==> src/hdl/node_diag_pkg.sv <==
package node_diag_pkg;
  // Register byte offsets within one node's block, and top words within the bank
  localparam logic [7:0]  OFF_COUNT    = 8'h00;  // Entry count
  localparam logic [7:0]  OFF_FLAGS    = 8'h04;  // Diagnostic flags
  localparam logic [7:0]  OFF_MISSING  = 8'h08;  // Missing transmit PDO bits
  localparam logic [7:0]  OFF_EMCNT    = 8'h0C;  // Stored emergency count
  localparam logic [7:0]  OFF_IRQSTAT  = 8'hF0;  // Interrupt status
  localparam logic [7:0]  OFF_IRQEN    = 8'hF4;  // Interrupt enable
  localparam logic [7:0]  OFF_IRQCLR   = 8'hF8;  // Interrupt clear, write only
  localparam logic [7:0]  OFF_EMPOP    = 8'hFC;  // Emergency pop, write only
  localparam int          NODE_SHIFT   = 4;      // Sixteen bytes per node
  localparam int          OFF_WIDTH    = 8;      // Byte offset bits below the bank select
  // Field positions
  localparam int          FLAG_HB      = 0;      // Heartbeat refused
  localparam int          FLAG_BOOT    = 1;      // Bad boot-up
  localparam int          FLAG_EMOVF   = 2;      // Emergency overflow
  localparam int          FLAG_USED    = 3;      // Implemented flag bits
  localparam int          PDO_DIRECT   = 15;     // Individually tracked PDOs
  localparam int          PDO_OTHER    = 15;     // Bit for all others
  localparam logic [7:0]  ENTRY_COUNT  = 8'h02;  // Subentries per node
  localparam int          EMCY_DEPTH   = 10;     // Emergency store depth
  // Pending-state encoding
  typedef enum logic [0:0] {
    PDO_SEEN    = 1'b0,
    PDO_PENDING = 1'b1
  } pdo_state_e;
endpackage : node_diag_pkg

==> src/hdl/node_diag_slot.sv <==
`timescale 1ns/10ps
// One node's diagnostic state
module node_diag_slot #(
  parameter int NUM_PDO = 32
) (
  // Clock and reset
  input  wire logic               clk,
  input  wire logic               rst_b,
  input  wire logic               clkEn,
  // Node events
  input  wire logic               nodeStart,
  input  wire logic               hbRefused,
  input  wire logic               badBoot,
  input  wire logic               emcyIn,
  input  wire logic               emcyPop,
  input  wire logic [NUM_PDO-1:0] pdoConfigured,
  input  wire logic [NUM_PDO-1:0] pdoRx,
  // State out
  output logic      [15:0]        flags,
  output logic      [15:0]        missing,
  output logic      [3:0]         emcyCount,
  output logic                    emcyOverflowEvt
);
  logic [NUM_PDO-1:0] pending;      // Per PDO pending bits
  logic [node_diag_pkg::FLAG_USED-1:0] flagBits; // Implemented sticky flag bits
  logic               emcyFull;     // Store holds ten
  logic               others;       // Any high PDO pending
  logic [3:0]         next_count;   // Next emergency count

  assign emcyFull        = (emcyCount == 4'(node_diag_pkg::EMCY_DEPTH));
  assign emcyOverflowEvt = emcyIn & emcyFull & clkEn;
  assign others          = |(pending >> node_diag_pkg::PDO_DIRECT);
  assign missing         = {others, pending[node_diag_pkg::PDO_DIRECT-1:0]};
  assign flags = 16'(flagBits);
  // Count moves up on accepted arrival, down on pop
  assign next_count = emcyCount + 4'((emcyIn & ~emcyFull) ? 1 : 0) - 4'((emcyPop && emcyCount != 4'h0) ? 1 : 0);

  // Pending bits: armed at start, cleared on first reception
  genvar k;
  for (k = 0; k < NUM_PDO; k++) begin : g_pdo
    always_ff @(posedge clk or negedge rst_b) begin
      if (!rst_b) begin
        pending[k] <= node_diag_pkg::PDO_SEEN;
      end else if (clkEn) begin
        if (nodeStart) begin
          pending[k] <= pdoConfigured[k] ? node_diag_pkg::PDO_PENDING : node_diag_pkg::PDO_SEEN;
        end else if (pdoRx[k]) begin
          pending[k] <= node_diag_pkg::PDO_SEEN;
        end
      end
    end
  end

  // Sticky flags and emergency count; flags clear only at reset
  always_ff @(posedge clk or negedge rst_b) begin
    if (!rst_b) begin
      flagBits                            <= '0;
      emcyCount                           <= '0;
    end else if (clkEn) begin
      emcyCount <= next_count;
      if (hbRefused) begin
        flagBits[node_diag_pkg::FLAG_HB] <= 1'b1;
      end
      if (badBoot) begin
        flagBits[node_diag_pkg::FLAG_BOOT] <= 1'b1;
      end
      if (emcyIn && emcyFull) begin
        flagBits[node_diag_pkg::FLAG_EMOVF] <= 1'b1;
      end
    end
  end
endmodule : node_diag_slot

==> src/hdl/can_node_diagnosis_status.sv <==
`timescale 1ns/10ps
// Diagnostic register bank for all configured nodes, APB slave
module can_node_diagnosis_status #(
  parameter int NUM_NODES = 4,
  parameter int NUM_PDO   = 32
) (
  // Clock, reset, enable
  input  wire logic                           clk,
  input  wire logic                           rst_b,
  input  wire logic                           clkEn,
  // APB slave
  input  wire logic                           psel,
  input  wire logic                           penable,
  input  wire logic                           pwrite,
  input  wire logic [11:0]                    paddr,
  input  wire logic [31:0]                    pwdata,
  output logic      [31:0]                    prdata,
  output logic                                pready,
  output logic                                pslverr,
  // Node events, one bit per node; the PDO inputs carry NUM_PDO bits per node
  input  wire logic [NUM_NODES-1:0]           nodeConfigured,
  input  wire logic [NUM_NODES-1:0]           nodeStart,
  input  wire logic [NUM_NODES-1:0]           hbRefused,
  input  wire logic [NUM_NODES-1:0]           badBoot,
  input  wire logic [NUM_NODES-1:0]           emcyIn,
  input  wire logic [NUM_NODES*NUM_PDO-1:0]   pdoConfigured,
  input  wire logic [NUM_NODES*NUM_PDO-1:0]   pdoRx,
  // Interrupt
  output logic                                irq
);

  // Address map, byte addresses inside the lowest bank
  //   Node n entry occupies sixteen bytes starting at n times sixteen
  //   +0 subentry count, reads as a constant
  //   +4 diagnostic flags, bits above the event bits read zero
  //   +8 missing transmit PDO word
  //   +C number of stored emergencies
  //   Top word F0 interrupt status, read only
  //   Top word F4 interrupt enable, read and write
  //   Top word F8 interrupt clear, write ones, read refused
  //   Top word FC emergency pop, write ones, read refused
  // Node numbers stay below fifteen, so node entries never meet the globals
  // Any other address, or an unconfigured node, answers with an error

  // Address split widths
  localparam int NODE_BITS = $clog2(NUM_NODES) > 0 ? $clog2(NUM_NODES) : 1; // Node index width
  localparam int OFF_W     = node_diag_pkg::OFF_WIDTH;                        // Offset bits inside the bank
  localparam int SUB_W     = node_diag_pkg::NODE_SHIFT;                       // Offset bits inside one node
  localparam int IDX_W     = OFF_W - SUB_W;                                   // Node field width

  // Per-node state gathered from the slots, and strobes sent to them
  logic [15:0]          flags     [NUM_NODES];  // Per node flags
  logic [15:0]          missing   [NUM_NODES];  // Per node missing bits
  logic [3:0]           emcyCount [NUM_NODES];  // Per node store fill
  logic [NUM_NODES-1:0] emcyOvf;                // Overflow events
  logic [NUM_NODES-1:0] emcyPop;                // Pop strobes
  logic [NUM_NODES-1:0] hbStart;                // Start issued with heartbeat refused

  // Interrupt state
  logic [NUM_NODES-1:0] irqStatus;              // Sticky event bits
  logic [NUM_NODES-1:0] irqEnable;              // Interrupt enables
  logic [NUM_NODES-1:0] irqClear;               // Clear strobes
  logic [NUM_NODES-1:0] irqEvent;               // New heartbeat, boot or overflow event
  logic [NUM_NODES-1:0] next_irqStatus;         // Status after this edge
  logic                 next_irq;               // Interrupt level after this edge

  // Bus phase decode
  // The access strobes carry clkEn and every register waits for it, so a frozen block neither answers nor
  // changes state; a setup edge lost to the freeze leaves the transfer with no answer at all
  wire                 setupPhase = psel & ~penable & ~pready;  // First cycle of a transfer
  wire                 access     = psel & penable & clkEn;     // Access phase on a live edge
  wire                 wrAccess   = access & pwrite;            // Write access phase
  wire                 wrDone     = wrAccess & pready;          // Edge at which a write lands

  // Address split
  wire [OFF_W-1:0]     regOff     = paddr[OFF_W-1:0];                 // Offset inside the bank
  wire                 bankZero   = paddr[$bits(paddr)-1:OFF_W] == '0; // Only the lowest bank is mapped
  wire [IDX_W-1:0]     nodeField  = paddr[OFF_W-1:SUB_W];             // Raw node number
  wire [NODE_BITS-1:0] nodeIdx    = NODE_BITS'(nodeField);            // Node number as an index
  wire [SUB_W-1:0]     subOff     = paddr[SUB_W-1:0];                 // Offset inside one node

  // Node entry decode
  wire                 nodeInRange = 32'(nodeField) < NUM_NODES;                           // Existing slot
  wire                 nodeOk      = bankZero && nodeInRange && nodeConfigured[nodeIdx];
  wire                 isCount     = nodeOk && subOff == node_diag_pkg::OFF_COUNT[SUB_W-1:0];
  wire                 isFlags     = nodeOk && subOff == node_diag_pkg::OFF_FLAGS[SUB_W-1:0];
  wire                 isMissing   = nodeOk && subOff == node_diag_pkg::OFF_MISSING[SUB_W-1:0];
  wire                 isEmCnt     = nodeOk && subOff == node_diag_pkg::OFF_EMCNT[SUB_W-1:0];

  // Global register decode
  wire                 isStat      = bankZero && regOff == node_diag_pkg::OFF_IRQSTAT;
  wire                 isEn        = bankZero && regOff == node_diag_pkg::OFF_IRQEN;
  wire                 isClr       = bankZero && regOff == node_diag_pkg::OFF_IRQCLR;
  wire                 isPop       = bankZero && regOff == node_diag_pkg::OFF_EMPOP;

  // Legal accesses: node entries read only, clear and pop write only
  wire                 rdOk        = isCount | isFlags | isMissing | isEmCnt | isStat | isEn;
  wire                 wrOk        = isEn | isClr | isPop;
  wire                 badAcc      = pwrite ? ~wrOk : ~rdOk;                                   // Refused access

  // Read words, zero above each field
  // Constant subentry count
  wire [31:0]          countWord   = 32'(node_diag_pkg::ENTRY_COUNT);
  // Flags of the addressed node
  wire [31:0]          flagsWord   = 32'(flags[nodeIdx]);
  // Missing transmit PDO bits of the addressed node
  wire [31:0]          missWord    = 32'(missing[nodeIdx]);
  // Stored emergencies of the addressed node
  wire [31:0]          emcyWord    = 32'(emcyCount[nodeIdx]);
  // Interrupt status bits
  wire [31:0]          statWord    = 32'(irqStatus);
  // Interrupt enable bits
  wire [31:0]          enWord      = 32'(irqEnable);

  // Read selection; refused reads return zero
  wire [31:0]          rdMux       = isCount   ? countWord
                                   : isFlags   ? flagsWord
                                   : isMissing ? missWord
                                   : isEmCnt   ? emcyWord
                                   : isStat    ? statWord
                                   : isEn      ? enWord
                                   : 32'h00000000;

  // Next answer values, taken at the setup edge
  wire                 next_pready  = setupPhase;                                  // One answer per setup
  wire                 next_pslverr = setupPhase & badAcc;
  wire [31:0]          next_prdata  = (setupPhase & ~pwrite) ? rdMux : 32'h00000000; // Data only on reads

  // Write strobes, live only at the edge that completes the write
  assign irqClear = (wrDone && isClr) ? pwdata[NUM_NODES-1:0] : '0;
  // Each set bit removes one stored emergency of that node
  assign emcyPop  = (wrDone && isPop) ? pwdata[NUM_NODES-1:0] : '0;

  // Node events that reach the interrupt status
  // Heartbeat refusal only counts at the start command
  assign hbStart        = hbRefused & nodeStart;
  // Overflow events already carry the clock enable
  assign irqEvent       = (clkEn ? (hbStart | badBoot) : '0) | emcyOvf;
  // A new event wins over a clear in the same cycle
  assign next_irqStatus = (irqStatus & ~irqClear) | irqEvent;
  // Level follows the status that this edge stores
  assign next_irq       = |(next_irqStatus & irqEnable);

  // Per-node state
  genvar n;
  for (n = 0; n < NUM_NODES; n++) begin : g_node
    node_diag_slot #(.NUM_PDO(NUM_PDO)) u_slot (
      // Clock and enable
      .clk             (clk),
      .rst_b           (rst_b),
      .clkEn           (clkEn),
      // Events from the bus side
      .nodeStart       (nodeStart[n]),
      .hbRefused       (hbStart[n]),
      .badBoot         (badBoot[n]),
      .emcyIn          (emcyIn[n]),
      .emcyPop         (emcyPop[n]),
      .pdoConfigured   (pdoConfigured[n*NUM_PDO +: NUM_PDO]),
      .pdoRx           (pdoRx[n*NUM_PDO +: NUM_PDO]),
      // State back to the bank
      .flags           (flags[n]),
      .missing         (missing[n]),
      .emcyCount       (emcyCount[n]),
      .emcyOverflowEvt (emcyOvf[n])
    );
  end

  // Bus answer: registered, no wait states after the setup cycle
  // The answer stands one cycle; the master releases the request at the
  // edge where it sees pready, so pready never meets a second access phase

  // Answer strobe: high for the one cycle after a setup
  always_ff @(posedge clk or negedge rst_b) begin
    if (!rst_b) begin
      pready <= 1'b0;
    end else if (clkEn) begin
      pready <= next_pready;
    end
  end

  // Error flag: stands beside the answer strobe
  always_ff @(posedge clk or negedge rst_b) begin
    if (!rst_b) begin
      pslverr <= 1'b0;
    end else if (clkEn) begin
      pslverr <= next_pslverr;
    end
  end

  // Read data: zero whenever no read answer stands
  always_ff @(posedge clk or negedge rst_b) begin
    if (!rst_b) begin
      prdata <= 32'h00000000;
    end else if (clkEn) begin
      prdata <= next_prdata;
    end
  end

  // Interrupt side
  // Status bits are sticky until written with ones to the clear word,
  // and the enable word only masks the level output

  // Enable register, written only at the completing edge of a legal write
  always_ff @(posedge clk or negedge rst_b) begin
    if (!rst_b) begin
      irqEnable <= '0;
    end else if (wrDone && isEn) begin
      irqEnable <= pwdata[NUM_NODES-1:0];
    end
  end

  // Sticky status: new event wins over clear
  always_ff @(posedge clk or negedge rst_b) begin
    if (!rst_b) begin
      irqStatus <= '0;
    end else if (clkEn) begin
      irqStatus <= next_irqStatus;
    end
  end

  // Level interrupt, rises at the same edge as the status bit
  always_ff @(posedge clk or negedge rst_b) begin
    if (!rst_b) begin
      irq <= 1'b0;
    end else if (clkEn) begin
      irq <= next_irq;
    end
  end
endmodule : can_node_diagnosis_status

==> config.mk <==
export PLATFORM = sky130hd
export DESIGN_NAME = can_node_diagnosis_status
export DESIGN_NICKNAME = d
export VERILOG_FILES = /design/src/hdl/node_diag_pkg.sv /design/src/hdl/node_diag_slot.sv /design/src/hdl/can_node_diagnosis_status.sv
export SDC_FILE = /design/constraint.sdc
export NUM_CORES = 1
export LEC_CHECK = 0
export ABC_AREA = 1
export BUFFER_PORTS_ARGS = -buffer_cell sky130_fd_sc_hd__buf_2
export CAP_MARGIN = 25
export CORE_MARGIN = 1.5
export CORE_UTILIZATION = 29
export CTS_CLUSTER_DIAMETER = 30
export CTS_CLUSTER_SIZE = 28
export DETAILED_ROUTE_END_ITERATION = 10
export HOLD_SLACK_MARGIN = 0.1
export RECOVER_POWER = 25
export SLEW_MARGIN = 20
export SYNTH_ARGS = -nofsm -noshare
export SYNTH_HDL_FRONTEND = slang
export SYNTH_SLANG_ARGS = --single-unit
==> constraint.sdc <==
create_clock -name clk -period 3.75 [get_ports clk]
set_clock_uncertainty 0.15 [all_clocks]
set_input_delay 0 -clock clk [delete_from_list [all_inputs] [get_ports clk]]
set_output_delay 0 -clock clk [all_outputs]
set_load 0.02 [all_outputs]
==> impl_results.md <==
- GR Overflow Total: 0
- Post-Synth Simple-Gate Area: 13.5%
- Dpl cell area: between 10000 and 15000 sq um
- CTS sink cnt: 183
- Fin area: approximately 15000 sq um
- Mapped Area: 9300 sq um
- # IOs: around 360
- Num CTS Buffers: 17
- Starting Density: 29.5%
- Status: finished with violations
- CP max stage cell: dlygate4sd3_1
- Synthesized-area fraction occupied by adder cells: 4.09%
- Post-synth EDFFs: 0
- FF+latch count, synth: 183
- Max Fclk: between 300 and 400 MHz
- Proportion of layout cells with a drive suffix above 1: about 23%
- Wire per inst: 17.8 um
- Top area cells in the synthesized netlist: dfrtp_1 (49%), a22o_1 (12%), o21ai_0 (9.4%)
- Multiplexer area fraction after synthesis: 0%
- Final wirelength: 36000 um
- Antenna Violating Nets Remaining: 0
- Residual DRC: 0
- Port Buffers: 316
- # rows: 65
- Syn. warnings: 0
- Syn avg cell area: roughly 9.2 sq um
- Comb power frac: 28.0%
- Root Buffer Master: clkbuf_16
- Failing checks: max-capacitance violations, max-slew violations
- Crit. End Element: flop
- First-pass GRT wire length: 55500 um
- Buffer depth of the longest clock path: 2
- Core region area: 31600 sq um
- Setup TNS: 0 ns
- Most common cell after layout, fill and taps aside: dlygate4sd3_1
- Slew headroom: -4.50%
- Synthesis-to-layout area growth: 58.9%
- Most frequent cells in the layout: dlygate4sd3_1 (304), buf_2 (295), dfrtp_1 (183)
- Clk_lat worst skew: 0.46 ns
- Max stage delay on crit path: 0.54 ns
- Ys async rst share: 100%
- Fin util: 46.8%
- Final Critical Period: 3.30 ns
- Clock Pin Slew Worst Setup and Hold Paths: roughly 0.070 ns
- Clk pwr share: a little under a third
- Post-CTS Setup Inserts: 0
- Initial DRC count: between 500 and 600
- Area share of the largest cell type after synthesis: 49.2%
- Setup slack, reg-to-reg: approximately 0.95 ns
- Die W: 182 um
- Worst reg2reg endpoint: g_node[0].u_slot.emcyCount[2]$_DFFE_PN0P_
- Sequential Power Share: a little over two fifths
- CP Launch Point: paddr[10]
- Vias in the first global route: 10335
- RSZ-0062 raised after global routing: false
- Max Transition Viols Final: 63
- H-Tree Depth: 4
- 1st-pass router iterations: 5
- Syn Inst Count: just over 1000
- Switch Pwr: 1880 uW
- Critical path fanouts, max: 12
- Number of nets in the layout: ~2000
- Gr usage total: 21.8%
- Detail Placement HPWL: 23600 um
- Largest family of logic cells by synthesized area: compound AO/OA/AOI/OAI gates
- Sequential area share after synthesis: between 40% and 50%
- VDD IR max: ~320 uV
- TritonCTS clock tree: done
- Hold WC Path Type: in2reg
- Worst r2r src: pready$_DFFE_PN0P_
- R2R cell count: 11
- XOR/XNOR Fraction of Synth Area: less than 1%
- WHS: 0.127 ns
- Startpoint types: input pin
- Worst Hold Path Cells: 8
- Die Ht: 182 um
- Switching fraction of total power: around a third
- Worst hold path endpoint: prdata[7]$_DFFE_PN0P_
- Fin crit share: 88.0%
- Critical Path RT: 3.90 ns
- Final Hold Fails: 0
- Synth Area in Compound Gates: approximately a quarter
- Max cap viols: 2
- Final-report setup violation count: 0
- DR vias: ~10000
- Power Dens Cells: 395 nW/um^2
- Worst-path cell chain: dlygate4sd3_1, buf_2, nor2_1, dlygate4sd3_1, nand2_1, nor2_4, nand3b_1, a311oi_1, ha_1, inv_1, ha_1, inv_1, fa_1, xor2_1, o21ai_0
- Critical path arrival: about 3.5 ns
- Die area: about 33000 sq um
- Primary FF master, synth: dfrtp_1
- P_int: 3960 uW
- Leading area contributor after synthesis: dfrtp_1
- Via density: 4.97
- Post-synth cell types: between 40 and 50
- Antenna violations before repair: 3
- Crit path kind: in2reg
- Largest net degree at the start of global routing: 105
- Routability cong.: just over 0.8
- Worst-Margin Slew: approximately 1.6 ns
- Static leakage: 0.00725 uW
- Worst Hold Launch: paddr[0]
-- layer usage --
layer | up-vias | wire [um] | global-route usage (%)
met5 | - | 0 | 0
met4 | 0 | 1390 | 10.4
met3 | 75 | 1900 | 4.25
met2 | 386 | 17300 | 37.2
met1 | 4820 | 15300 | 26.5
li1 | 4732 | - | -
-- metrics by stage --
step	power, uW	instances	setup WS (ns)
detailed placement	3730	1675	0.979
finish	5840	2015	0.449
global route	6190	2015	0.232
floorplan	3250	1022	1.28
global placement	3690	1675	1.06
CTS	5870	2012	0.521
-- cell type report --
cell class	instances	area, sq um
clock buffers	18	429
flip-flops and latches	183	4580
inverters	69	259
multi-input cells	694	4140
diodes	2	5.00
clock inverters	14	136
repair buffers	633	4730
fillers	2956	16800
well taps	402	503
-- state kept, by name (all words and copies together), names as in the netlist --
signal                   cells
g_node.u_slot.pending       68
pslverr                      1
g_node.u_slot.missing       60
prdata                      16
g_node.u_slot.flagBits      12
pready                       1
irqStatus                    4
irqEnable                    4
irq                          1
g_node.u_slot.emcyCount     16
-- worst max-delay path: cells and delay by family --
family	cells	cell delay (ns)
AO/OA/AOI/OAI	2	0.37
XOR/XNOR	1	0.16
adder cells (fa/ha/maj)	3	0.84
buffers and inverters	5	1.33
AND/OR/NAND/NOR	4	0.73
-- cells in the mapped netlist, types with 6 or more instances --
master / number
clkbuf_1: 43
nand2_1: 148
nand3_1: 31
buf_4: 19
nand4_1: 9
nor2_1: 48
dfrtp_1: 183
buf_2: 11
ha_1: 24
o21ai_0: 175
xor2_1: 7
inv_1: 65
a21oi_1: 25
or2_2: 8
nor4_1: 8
nor3_1: 12
a22o_1: 130
a31oi_1: 6
-- how the worst max path moves through the flow --
stage,slack (ns),cells after the start,to
5_1_grt,0.23,15,g_node[0].u_slot.emcyCount[2]$_DFFE_PN0P_
2_1_floorplan,1.28,11,g_node[1].u_slot.emcyCount[2]$_DFFE_PN0P_
4_1_cts,0.52,15,g_node[0].u_slot.emcyCount[2]$_DFFE_PN0P_
3_3_place_gp,1.06,11,g_node[0].u_slot.emcyCount[2]$_DFFE_PN0P_
6_report,0.45,15,g_node[0].u_slot.emcyCount[2]$_DFFE_PN0P_
3_5_place_dp,0.98,11,g_node[0].u_slot.emcyCount[2]$_DFFE_PN0P_
-- power by group through the flow --
stage               logic [uW]  clock network, uW  registers [uW]
finish                    1630               1780            2430
global route              1830               1900            2460
CTS                       1620               1830            2420
detailed placement        1280                  0            2460
global placement          1230                  0            2450
floorplan                  858                  0            2390
-- cell families (layout without fill, tap and decap cells) --
family | count (synthesis) | after routing
AOI/OAI and AO/OA | 362 | 362
and+or+nand+nor | 280 | 280
DFF | 183 | 183
buffers and inverters | 145 | 734
adders and majority gates | 28 | 28
xor gates and xnor gates | 8 | 8
other | 1 | 18
-- timing repair --
action                                 CTS  global route
gates resized for setup                  0             0
hold buffers                           305             0
endpoints found under the hold margin  316             0
No activity file was read; power rests on OpenSTA's default activity.
